`src/verilog/cec_pkg.sv`:
```
package cec_pkg;
    // Header fields
    localparam int CLASS_HI = 31;
    localparam int CLASS_LO = 29;
    localparam int OPC_HI = 28;
    localparam int OPC_LO = 23;
    localparam logic [2:0] CLASS_MEM_IFACE = 3'h0;
    // Memory-interface opcodes
    localparam logic [5:0] OPC_NO_OPERATION = 6'h00;
    localparam logic [5:0] OPC_COND_SKIP = 6'h01;
    localparam logic [5:0] OPC_BATCH_RETURN = 6'h0a;
    localparam logic [5:0] OPC_PRED_EVAL = 6'h0c;
    localparam logic [5:0] OPC_REG_TO_MEM_STORE = 6'h24;
    localparam logic [5:0] OPC_BATCH_JUMP = 6'h31;
    localparam logic [5:0] OPC_COND_BATCH_RETURN = 6'h36;
    // Engine commands, matched on header bits 31:16
    localparam logic [15:0] HDR_DRAW_LAUNCH = 16'h7b00;
    localparam logic [15:0] HDR_DEPTH_OP_STATE = 16'h7852;
    localparam logic [15:0] HDR_COMPUTE_DISPATCH = 16'h7202;
    localparam logic [15:0] HDR_PIPE_SYNC = 16'h7a00;
    // Hang timer control fields
    localparam int MODE_BIT = 31;
    localparam logic [30:0] WDOG_ENABLE_VAL = 31'h0000_0000;
    localparam logic [30:0] WDOG_DISABLE_VAL = 31'h0000_0001;
    localparam logic [31:0] CTRL_RESET = 32'h0000_0001;
    localparam logic [31:0] THR_RESET = 32'h0000_0000;
    localparam int INTR_BIT = 6;
    // Register indices
    localparam logic [2:0] REG_HANG_TIMER_CONTROL = 3'h0;
    localparam logic [2:0] REG_HANG_TIMER_THRESHOLD = 3'h1;
    localparam logic [2:0] REG_HANG_TIMER_COUNT = 3'h2;
    localparam logic [2:0] REG_PRED_EVAL_RESULT = 3'h3;
    localparam logic [2:0] REG_COND_SKIP_RESULT = 3'h4;
    localparam logic [2:0] REG_PRED_AUX_INPUT_ONE = 3'h5;
    localparam logic [2:0] REG_PRED_AUX_INPUT_TWO = 3'h6;
    // Saved context image: control, threshold, two results, first input
    localparam int CTX_W = 160;
    localparam int CTX_DEPTH = 16;

    typedef struct packed {
        logic [31:0] ctrl;
        logic [31:0] thr;
        logic [31:0] cnt;
        logic [31:0] pe;
        logic [31:0] cs;
        logic [31:0] a1;
        logic [31:0] a2;
        logic [31:0] rdata;
        logic [2:0] cls;
        logic exec;
        logic skip;
        logic irq;
        logic rst_pend;
    } cec_state_t;
endpackage
```
`src/verilog/cec_ctx_store.sv`:
```
`timescale 1ns/100ps
module cec_ctx_store #(
    parameter int WIDTH = cec_pkg::CTX_W,
    parameter int DEPTH = cec_pkg::CTX_DEPTH,
    parameter int AW = $clog2(DEPTH)
) (
    input wire logic i_mclk,
    input wire logic i_nrst,
    input wire logic i_ce,
    input wire logic i_we,
    input wire logic [AW-1:0] i_waddr,
    input wire logic [WIDTH-1:0] i_wdata,
    input wire logic i_re,
    input wire logic [AW-1:0] i_raddr,
    output logic [WIDTH-1:0] o_rdata
);
    typedef struct packed {
        logic [DEPTH-1:0][WIDTH-1:0] mem;
        logic [WIDTH-1:0] rdata;
    } cec_store_t;

    cec_store_t st;
    cec_store_t next_st;

    // Write port and registered read port
    always_comb begin
        next_st = st;
        if (i_we) begin
            next_st.mem[i_waddr] = i_wdata;
        end
        if (i_re) begin
            next_st.rdata = st.mem[i_raddr];
        end
    end

    always_ff @(posedge i_mclk or negedge i_nrst) begin
        if (!i_nrst) begin
            st <= '0;
        end else if (i_ce) begin
            st <= next_st;
        end
    end

    assign o_rdata = st.rdata;
endmodule

```
`src/verilog/cec_exec_control.sv`:
```
`timescale 1ns/100ps
// Overview of operation
// - Header top three bits give the class; 000 is memory-interface class.
// - Control low 31 bits zero enables the hang timer counting.
// - Control low 31 bits equal one disables it and zeroes the counter.
// - Control bit 31 clear counts timestamp toggles, set counts every clock.
// - Counter equal to threshold with timer enabled raises identity bit 6 and clears counter.
// - Counter advances only with timer enabled, context valid, execution list on.
// - Control and threshold are saved and restored with the engine context.
// - The counter itself is never saved or restored.
// - A command whose predication check is true is dropped as a no-op.
// - Commands without an enable field, except the skip command, are checked against skip result.
// - Enabled explicit commands skip on predicate bit 0 clear; others but the skip command on skip bit 0 set.
// - Predicate and skip commands update their result registers; software may too.
// - Skip command derives its result from predicate result, and from second input when header bit 0 is set.
module cec_exec_control #(
    parameter int CTX_DEPTH = cec_pkg::CTX_DEPTH,
    parameter int CTX_AW = $clog2(CTX_DEPTH)
) (
    input wire logic i_mclk,
    input wire logic i_nrst,
    input wire logic i_ce,
    input wire logic i_ts_toggle,
    input wire logic i_ctx_valid,
    input wire logic i_execlist_en,
    input wire logic i_reg_wr,
    input wire logic i_reg_rd,
    input wire logic [2:0] i_reg_sel,
    input wire logic [31:0] i_reg_wdata,
    output logic [31:0] o_reg_rdata,
    input wire logic i_ctx_save,
    input wire logic i_ctx_restore,
    input wire logic [CTX_AW-1:0] i_ctx_id,
    input wire logic i_cmd_valid,
    input wire logic [31:0] i_cmd_header,
    input wire logic i_cmd_pred_en,
    input wire logic i_pred_eval_value,
    output logic o_cmd_exec,
    output logic o_cmd_skip,
    output logic [2:0] o_cmd_class,
    output logic [31:0] o_intr_ident_set,
    output logic [31:0] o_hang_count
);
    cec_pkg::cec_state_t st;
    cec_pkg::cec_state_t next_st;
    logic [cec_pkg::CTX_W-1:0] ctx_rdata;
    logic [2:0] hdr_class;
    logic [5:0] hdr_opc;
    logic is_mem_iface;
    logic is_explicit;
    logic is_cond_skip_cmd;
    logic is_pred_eval_cmd;
    logic pred_true;
    logic wd_enabled;
    logic wd_disabled;
    logic wd_tick;

    // Header decode
    assign hdr_class = i_cmd_header[cec_pkg::CLASS_HI:cec_pkg::CLASS_LO];
    assign hdr_opc = i_cmd_header[cec_pkg::OPC_HI:cec_pkg::OPC_LO];
    assign is_mem_iface = (hdr_class == cec_pkg::CLASS_MEM_IFACE);
    assign is_cond_skip_cmd = is_mem_iface && (hdr_opc == cec_pkg::OPC_COND_SKIP);
    assign is_pred_eval_cmd = is_mem_iface && (hdr_opc == cec_pkg::OPC_PRED_EVAL);
    // Explicitly predicable set; batch and all others but the skip command fall to the skip result
    assign is_explicit = (is_mem_iface && hdr_opc == cec_pkg::OPC_REG_TO_MEM_STORE)
        || i_cmd_header[31:16] == cec_pkg::HDR_DRAW_LAUNCH
        || i_cmd_header[31:16] == cec_pkg::HDR_DEPTH_OP_STATE
        || i_cmd_header[31:16] == cec_pkg::HDR_COMPUTE_DISPATCH
        || i_cmd_header[31:16] == cec_pkg::HDR_PIPE_SYNC;

    // Skip command is exempt so a set skip result can still be cleared by command
    always_comb begin
        if (is_explicit && i_cmd_pred_en) begin
            pred_true = (st.pe[0] == 1'b0);
        end else if (is_cond_skip_cmd) begin
            pred_true = 1'b0;
        end else begin
            pred_true = (st.cs[0] == 1'b1);
        end
    end

    // Hang timer mode decode
    assign wd_enabled = (st.ctrl[30:0] == cec_pkg::WDOG_ENABLE_VAL);
    assign wd_disabled = (st.ctrl[30:0] == cec_pkg::WDOG_DISABLE_VAL);
    assign wd_tick = st.ctrl[cec_pkg::MODE_BIT] ? 1'b1 : i_ts_toggle;

    // Next state: restore beats command update, which beats a software write
    always_comb begin
        next_st = st;
        next_st.exec = 1'b0;
        next_st.skip = 1'b0;
        next_st.irq = 1'b0;
        next_st.rst_pend = i_ctx_restore;
        // Software writes; the counter is read-only
        if (i_reg_wr) begin
            case (i_reg_sel)
                cec_pkg::REG_HANG_TIMER_CONTROL: next_st.ctrl = i_reg_wdata;
                cec_pkg::REG_HANG_TIMER_THRESHOLD: next_st.thr = i_reg_wdata;
                cec_pkg::REG_PRED_EVAL_RESULT: next_st.pe = i_reg_wdata;
                cec_pkg::REG_COND_SKIP_RESULT: next_st.cs = i_reg_wdata;
                cec_pkg::REG_PRED_AUX_INPUT_ONE: next_st.a1 = i_reg_wdata;
                cec_pkg::REG_PRED_AUX_INPUT_TWO: next_st.a2 = i_reg_wdata;
                default: next_st.rdata = st.rdata;
            endcase
        end
        // Software reads, answered one cycle later
        if (i_reg_rd) begin
            case (i_reg_sel)
                cec_pkg::REG_HANG_TIMER_CONTROL: next_st.rdata = st.ctrl;
                cec_pkg::REG_HANG_TIMER_THRESHOLD: next_st.rdata = st.thr;
                cec_pkg::REG_HANG_TIMER_COUNT: next_st.rdata = st.cnt;
                cec_pkg::REG_PRED_EVAL_RESULT: next_st.rdata = st.pe;
                cec_pkg::REG_COND_SKIP_RESULT: next_st.rdata = st.cs;
                cec_pkg::REG_PRED_AUX_INPUT_ONE: next_st.rdata = st.a1;
                cec_pkg::REG_PRED_AUX_INPUT_TWO: next_st.rdata = st.a2;
                default: next_st.rdata = 32'h0000_0000;
            endcase
        end
        // Command stage
        if (i_cmd_valid) begin
            next_st.cls = hdr_class;
            next_st.exec = !pred_true;
            next_st.skip = pred_true;
            if (!pred_true && is_pred_eval_cmd) begin
                next_st.pe = {31'h0, i_pred_eval_value};
            end
            if (!pred_true && is_cond_skip_cmd) begin
                // Header bit 0 picks the plain or combined source
                next_st.cs = {31'h0, i_cmd_header[0] ? (st.pe[0] ^ st.a2[0])
                    : st.pe[0]};
            end
        end
        // Context restore lands a cycle after the store read
        if (st.rst_pend) begin
            next_st.ctrl = ctx_rdata[159:128];
            next_st.thr = ctx_rdata[127:96];
            next_st.pe = ctx_rdata[95:64];
            next_st.cs = ctx_rdata[63:32];
            next_st.a1 = ctx_rdata[31:0];
        end
        // Hang timer; counter is live state only, left alone by restore
        if (wd_disabled) begin
            next_st.cnt = 32'h0000_0000;
        end else if (wd_enabled && st.cnt == st.thr) begin
            next_st.cnt = 32'h0000_0000;
            next_st.irq = 1'b1;
        end else if (wd_enabled && i_ctx_valid && i_execlist_en && wd_tick) begin
            next_st.cnt = st.cnt + 32'h0000_0001;
        end else begin
            next_st.cnt = st.cnt;
        end
    end

    always_ff @(posedge i_mclk or negedge i_nrst) begin
        if (!i_nrst) begin
            st <= '0;
            st.ctrl <= cec_pkg::CTRL_RESET;
            st.thr <= cec_pkg::THR_RESET;
        end else if (i_ce) begin
            st <= next_st;
        end
    end

    // Per-context image store; the counter is deliberately absent
    cec_ctx_store #(
        .WIDTH(cec_pkg::CTX_W),
        .DEPTH(CTX_DEPTH),
        .AW(CTX_AW)
    ) u_ctx_store (
        .i_mclk(i_mclk),
        .i_nrst(i_nrst),
        .i_ce(i_ce),
        .i_we(i_ctx_save),
        .i_waddr(i_ctx_id),
        .i_wdata({st.ctrl, st.thr, st.pe, st.cs, st.a1}),
        .i_re(i_ctx_restore),
        .i_raddr(i_ctx_id),
        .o_rdata(ctx_rdata)
    );

    // Outputs
    assign o_reg_rdata = st.rdata;
    assign o_cmd_exec = st.exec;
    assign o_cmd_skip = st.skip;
    assign o_cmd_class = st.cls;
    assign o_hang_count = st.cnt;
    always_comb begin
        o_intr_ident_set = 32'h0000_0000;
        o_intr_ident_set[cec_pkg::INTR_BIT] = st.irq;
    end

    // Checks
    a_class_decode: assert property (@(posedge i_mclk) disable iff (!i_nrst)
        i_ce && i_cmd_valid |=> o_cmd_class == $past(i_cmd_header[31:29]))
        else $error("command class not captured");
    a_enabled_counts: assert property (@(posedge i_mclk) disable iff (!i_nrst)
        i_ce && !st.rst_pend && st.ctrl == 32'h8000_0000 && i_ctx_valid && i_execlist_en
        && st.cnt != st.thr |=> st.cnt == $past(st.cnt) + 32'h1)
        else $error("enabled clock-mode timer did not advance");
    a_disable_zeroes: assert property (@(posedge i_mclk) disable iff (!i_nrst)
        i_ce && st.ctrl[30:0] == 31'h1 |=> st.cnt == 32'h0)
        else $error("disabled timer not zeroed");
    a_ts_mode_holds: assert property (@(posedge i_mclk) disable iff (!i_nrst)
        i_ce && st.ctrl[30:0] == 31'h0 && !st.ctrl[31] && !i_ts_toggle
        && st.cnt != st.thr |=> $stable(st.cnt))
        else $error("toggle-mode timer moved without a toggle");
    a_match_interrupt: assert property (@(posedge i_mclk) disable iff (!i_nrst)
        i_ce && st.ctrl[30:0] == 31'h0 && st.cnt == st.thr
        |=> o_intr_ident_set == 32'h0000_0040 && st.cnt == 32'h0)
        else $error("threshold match missed");
    a_no_ctx_holds: assert property (@(posedge i_mclk) disable iff (!i_nrst)
        i_ce && (!i_ctx_valid || !i_execlist_en) && st.cnt != st.thr
        && st.ctrl[30:0] != 31'h1 |=> $stable(st.cnt))
        else $error("timer advanced without valid context");
    a_other_mode_hold: assert property (@(posedge i_mclk) disable iff (!i_nrst)
        i_ce && st.ctrl[30:1] != 30'h0 |=> $stable(st.cnt))
        else $error("timer moved in unknown mode");
    a_skip_exclusive: assert property (@(posedge i_mclk) disable iff (!i_nrst)
        !(o_cmd_exec && o_cmd_skip)
        && (!$past(i_ce) || (o_cmd_exec || o_cmd_skip) == $past(i_cmd_valid)))
        else $error("command neither or both executed and skipped");
    a_explicit_skip: assert property (@(posedge i_mclk) disable iff (!i_nrst)
        i_ce && i_cmd_valid && i_cmd_header[31:16] == 16'h7b00 && i_cmd_pred_en
        |=> o_cmd_skip == ($past(st.pe[0]) == 1'b0))
        else $error("draw predication wrong");
    a_other_skip: assert property (@(posedge i_mclk) disable iff (!i_nrst)
        i_ce && i_cmd_valid && i_cmd_header[31:23] == 9'h00a
        |=> o_cmd_skip == $past(st.cs[0]))
        else $error("batch return predication wrong");
    a_pred_update: assert property (@(posedge i_mclk) disable iff (!i_nrst)
        i_ce && !st.rst_pend && i_cmd_valid && i_cmd_header[31:23] == 9'h00c && !st.cs[0]
        |=> st.pe[0] == $past(i_pred_eval_value))
        else $error("predicate result not updated");
    a_restore_ctrl: assert property (@(posedge i_mclk) disable iff (!i_nrst)
        i_ce && st.rst_pend |=> st.ctrl == $past(ctx_rdata[159:128]))
        else $error("control not restored");
endmodule

```
`config.mk`:
```
export PLATFORM = sky130hd
export DESIGN_NAME = cec_exec_control
export DESIGN_NICKNAME = d
export VERILOG_FILES = /design/src/verilog/cec_pkg.sv /design/src/verilog/cec_ctx_store.sv /design/src/verilog/cec_exec_control.sv
export SDC_FILE = /design/constraint.sdc
export NUM_CORES = 2
export LEC_CHECK = 0
export BUFFER_PORTS_ARGS = -buffer_cell sky130_fd_sc_hd__buf_2
export CAP_MARGIN = 20
export CORE_MARGIN = 1.5
export CORE_UTILIZATION = 65
export CTS_BUF_LIST = sky130_fd_sc_hd__clkbuf_16
export DETAILED_ROUTE_END_ITERATION = 10
export GPL_ROUTABILITY_DRIVEN = 0
export PLACE_DENSITY = 0.86
export SLEW_MARGIN = 20
export SYNTH_ARGS = -nofsm -noshare
export SYNTH_HDL_FRONTEND = slang
export SYNTH_HIERARCHICAL = 1
export SYNTH_SLANG_ARGS = --single-unit
```
`constraint.sdc`:
```
create_clock -name i_mclk -period 6.8 [get_ports i_mclk]
set_clock_uncertainty 0.05 [all_clocks]
set_input_delay 0.68 -clock i_mclk [delete_from_list [all_inputs] [get_ports i_mclk]]
set_output_delay 0.68 -clock i_mclk [all_outputs]
set_load 0.1 [all_outputs]
```
==> qor.txt <==
Die height = 461 µm
R2R Setup Slk = 2.94 ns
Pwr Density = 329 mW/mm²
Core area = 0.209 mm²
Top Metal Used = met5
Crit path buf inv count = 1
Crit path launch = st[229]$_DFFE_PN0P_
Initial DRC Count = 10.9k
IO Port Bufs = 138
CTS tree = built
DR WL met2 = 184 mm
Antenna violations before repair = 40
Synth area leader = dfrtp_1
CTS clk-pin slew, worst paths = 0.06 ns
Number of synthesized flops with an enable pin = 0
Family with the most delay on the worst path = simple AND/OR/NAND/NOR gates
Max Freq = 259 MHz
Wl on met1 = 146 mm
Dpl cells = 12.3k
CTS buffer count = 310
Reg2Reg Depth = 7
Synth async-reset ratio = 1.00
Drt wl/cell = 31.2 µm
Drt drc = 0
GRT overflow = 0
Total GRT Usage = 0.379
Synth top area share = 0.547
DIE AREA = 0.213 mm²
Met3 routed wirelength = 41.0 mm
Crit path cell chain = xor2_1, nor4_2, clkbuf_4, nand4_1, nor2_2, o21a_1, nor2_1
H-tree levels = 5
Tmin final = 3.86 ns
Worst r2r src = st[229]$_DFFE_PN0P_
Hold Crit Depth = 2
Post-DP HPWL = 216 mm
Post-synthesis sequential element count = 2,983
Max Slew Vio Count = 0
RSZ-0062 raised after global routing = false
Worst Setup EP = o_hang_count[30]$_DFFE_PN0P_
CP Launch Type = flip-flop
Sequential-to-total area share from yosys stat = 0.547
Final setup vio count = 0
Antenna viol nets, final = 0
Leakage = 70.9 nW
Wirelength, routed = 403 mm
Routed via count = 90.4k
Clk buf depth = 4
Area growth syn-to-layout = 7.51%
Final hold violations = 0
Die W = 461 µm
First-pass GRT wire length = 599 mm
Cell depth of the worst setup path = 7
Final period utilization = 0.568
CP arrival = 4.59 ns
CTS sink count = 2,983
TNS Setup = 0 ns
Starting density of the core = 0.653
I/O pins = 185
Layout cell share with drive strength beyond 1 = 0.300
Fillcell total = 13.0k
Top FF cell, synth = dfrtp_1
Max transition margin = 0.153
Worst IR Drop VDD = 243 µV
Vias/cell = 7.00
Synthesized area = 0.136 mm²
Post-synthesis cell type count = 69
Status = complete, no violations
Hold Crit Class = in -> reg
Worst path max stage delay = 0.81 ns
Syn. warnings = 6
MaxCap Viol Count = 0
First-pass DRT Iterations = 8
Slowest CP cell = dfrtp_1
Row cnt = 168
Post-Syn Instances = 10.3k
Finished Layout Cells = 12.9k
Syn avg cell area = 13.2 µm²
Kind of end point of the critical path = flip-flop
Nets = 9,944
Largest net degree at the start of global routing = 192
Worst R2R End = o_hang_count[30]$_DFFE_PN0P_
Main area contributors after synthesis = dfrtp_1, mux2_2, mux2i_1
Clock latency on the worst-skew pair = 0.97 ns
Worst Path Max Fanout = 19
Root Driver = clkbuf_16
Kind of critical path = reg -> reg
Worst Path Required = 7.53 ns
Worst Tran Pin Value = 1.27 ns
Number of global-route vias before repair = 93.9k
-- layout by cell type (no fill, tap or decap), types with 22 or more instances in the layout --
master	Yosys	layout
o31ai_1	23	22
inv_1	68	127
nand3_1	134	133
buf_12	0	49
a22oi_1	152	152
mux4_2	42	42
o21ai_0	210	208
nand2_1	252	248
a21oi_1	114	114
xor2_1	47	46
mux2_2	2193	2193
nor4_1	79	78
nor2b_1	44	38
dfrtp_1	2982	2981
clkinv_1	1	71
nor3_1	139	139
buf_2	307	132
buf_4	271	132
mux2_1	417	417
diode_2	0	34
clkbuf_16	0	315
a222oi_1	62	62
clkinv_2	0	53
nor2_1	357	343
mux2i_1	1273	1271
o22ai_1	363	363
o32ai_1	71	71
conb_1	1	31
-- metrics by stage --
stage / area, µm² / hold WS, ns / util / setup slack, ns / total power (W)
6_report: 147000 / 0.0464 / 0.702 / 2.94 / 0.0482
3_3_place_gp: 137000 / 0.410 / 0.656 / 2.39 / 0.0313
2_1_floorplan: 137000 / 0.334 / - / 4.41 / 0.0295
5_1_grt: 147000 / 0.0440 / 0.701 / 2.92 / 0.0499
3_5_place_dp: 137000 / 0.415 / 0.656 / 2.41 / 0.0321
4_1_cts: 147000 / 0.00476 / 0.701 / 2.49 / 0.0479
-- power by group --
part / internal, W / leakage [nW] / switching (W) / total, W
clock: 0.00900 / 4.80 / 0.00691 / 0.0159
sequential: 0.0214 / 39.5 / 0.00312 / 0.0245
combinational: 0.00388 / 26.6 / 0.00389 / 0.00777
total: 0.0343 / 70.9 / 0.0139 / 0.0482
-- flip-flops by register name, indices dropped and copies added (netlist names) --
signal	cells
u_ctx_store/o_rdata	160
o_reg_rdata	32
st	193
u_ctx_store/st	2560
o_cmd_skip	1
o_hang_count	32
o_intr_ident_set	1
o_cmd_class	3
o_cmd_exec	1
-- area by class of cell --
cell class,instances,area (µm²),share of cell area
sequential,2983,74700,0.509
multi-input combinational,6171,56200,0.383
clock buffer,315,7880,0.0537
tap,2805,3510,0.0239
timing repair buffer,324,2770,0.0188
clock inverter,215,1410,0.00958
inverter,69,259,0.00177
antenna,34,85.1,0.000580
-- cells in the mapped netlist (14+ instances only) --
master / count
xor2_1: 47
nand4_1: 14
o21ai_0: 210
dfrtp_1: 2982
o32ai_1: 71
buf_6: 24
buf_4: 271
nand2_1: 252
nor2_1: 357
mux4_2: 42
o31ai_1: 23
clkbuf_1: 512
mux2i_1: 1273
a22oi_1: 152
nand2b_1: 15
buf_1: 25
mux2_1: 417
mux2_2: 2193
nor3_1: 139
nand3_1: 134
a222oi_1: 62
nor2b_1: 44
inv_1: 68
buf_2: 307
a21oi_1: 114
o22ai_1: 363
o211ai_1: 17
nor4_1: 79
-- metal layers --
layer / global-route usage / up-vias
li1: - / 36200
met1: 0.468 / 47100
met2: 0.581 / 5493
met3: 0.0961 / 1642
met4: 0.274 / 24
met5: 0.00321 / -
-- what timing repair did --
item / in CTS / in global routing
resized for setup: 0 / 0
endpoints found under the hold margin: 81 / 0
hold buffers: 6 / 0
buffers inserted: 0 / 0
-- worst register-to-register path: stages, from the launching register on --
cell      delay [ns]
dfrtp_1         0.81
xor2_1          0.27
nor4_2          0.57
clkbuf_4        0.34
nand4_1         0.17
nor2_2          0.62
o21a_1          0.75
nor2_1          0.14
-- worst min path at each step --
stage	slack, ns	start	to
floorplan	0.33	i_nrst	o_cmd_class[0]$_DFFE_PN0P_
CTS	0.005	i_ctx_restore	st[0]$_DFFE_PN0P_
global route	0.04	i_ctx_restore	st[0]$_DFFE_PN0P_
finish	0.05	i_ctx_restore	st[0]$_DFFE_PN0P_
detailed placement	0.41	o_reg_rdata[23]$_DFFE_PN0P_	o_reg_rdata[23]$_DFFE_PN0P_
global placement	0.41	u_ctx_store/o_rdata[69]$_DFFE_PN0P_	u_ctx_store/o_rdata[69]$_DFFE_PN0P_
-- logic make-up (layout without fill, tap and decap cells) --
logic type      after synthesis  count (layout)  synth area share
flops                      2983            2983             0.547
fa+ha+maj                     1               1         0.0000917
compound gates             1065            1065            0.0514
xor+xnor                     52              52           0.00334
other cells                   1              65         0.0000275
simple gates               1097            1097            0.0377
buf+inv                    1208             923            0.0448
mux                        3925            3925             0.316
No activity file was read; power rests on OpenSTA's default activity.
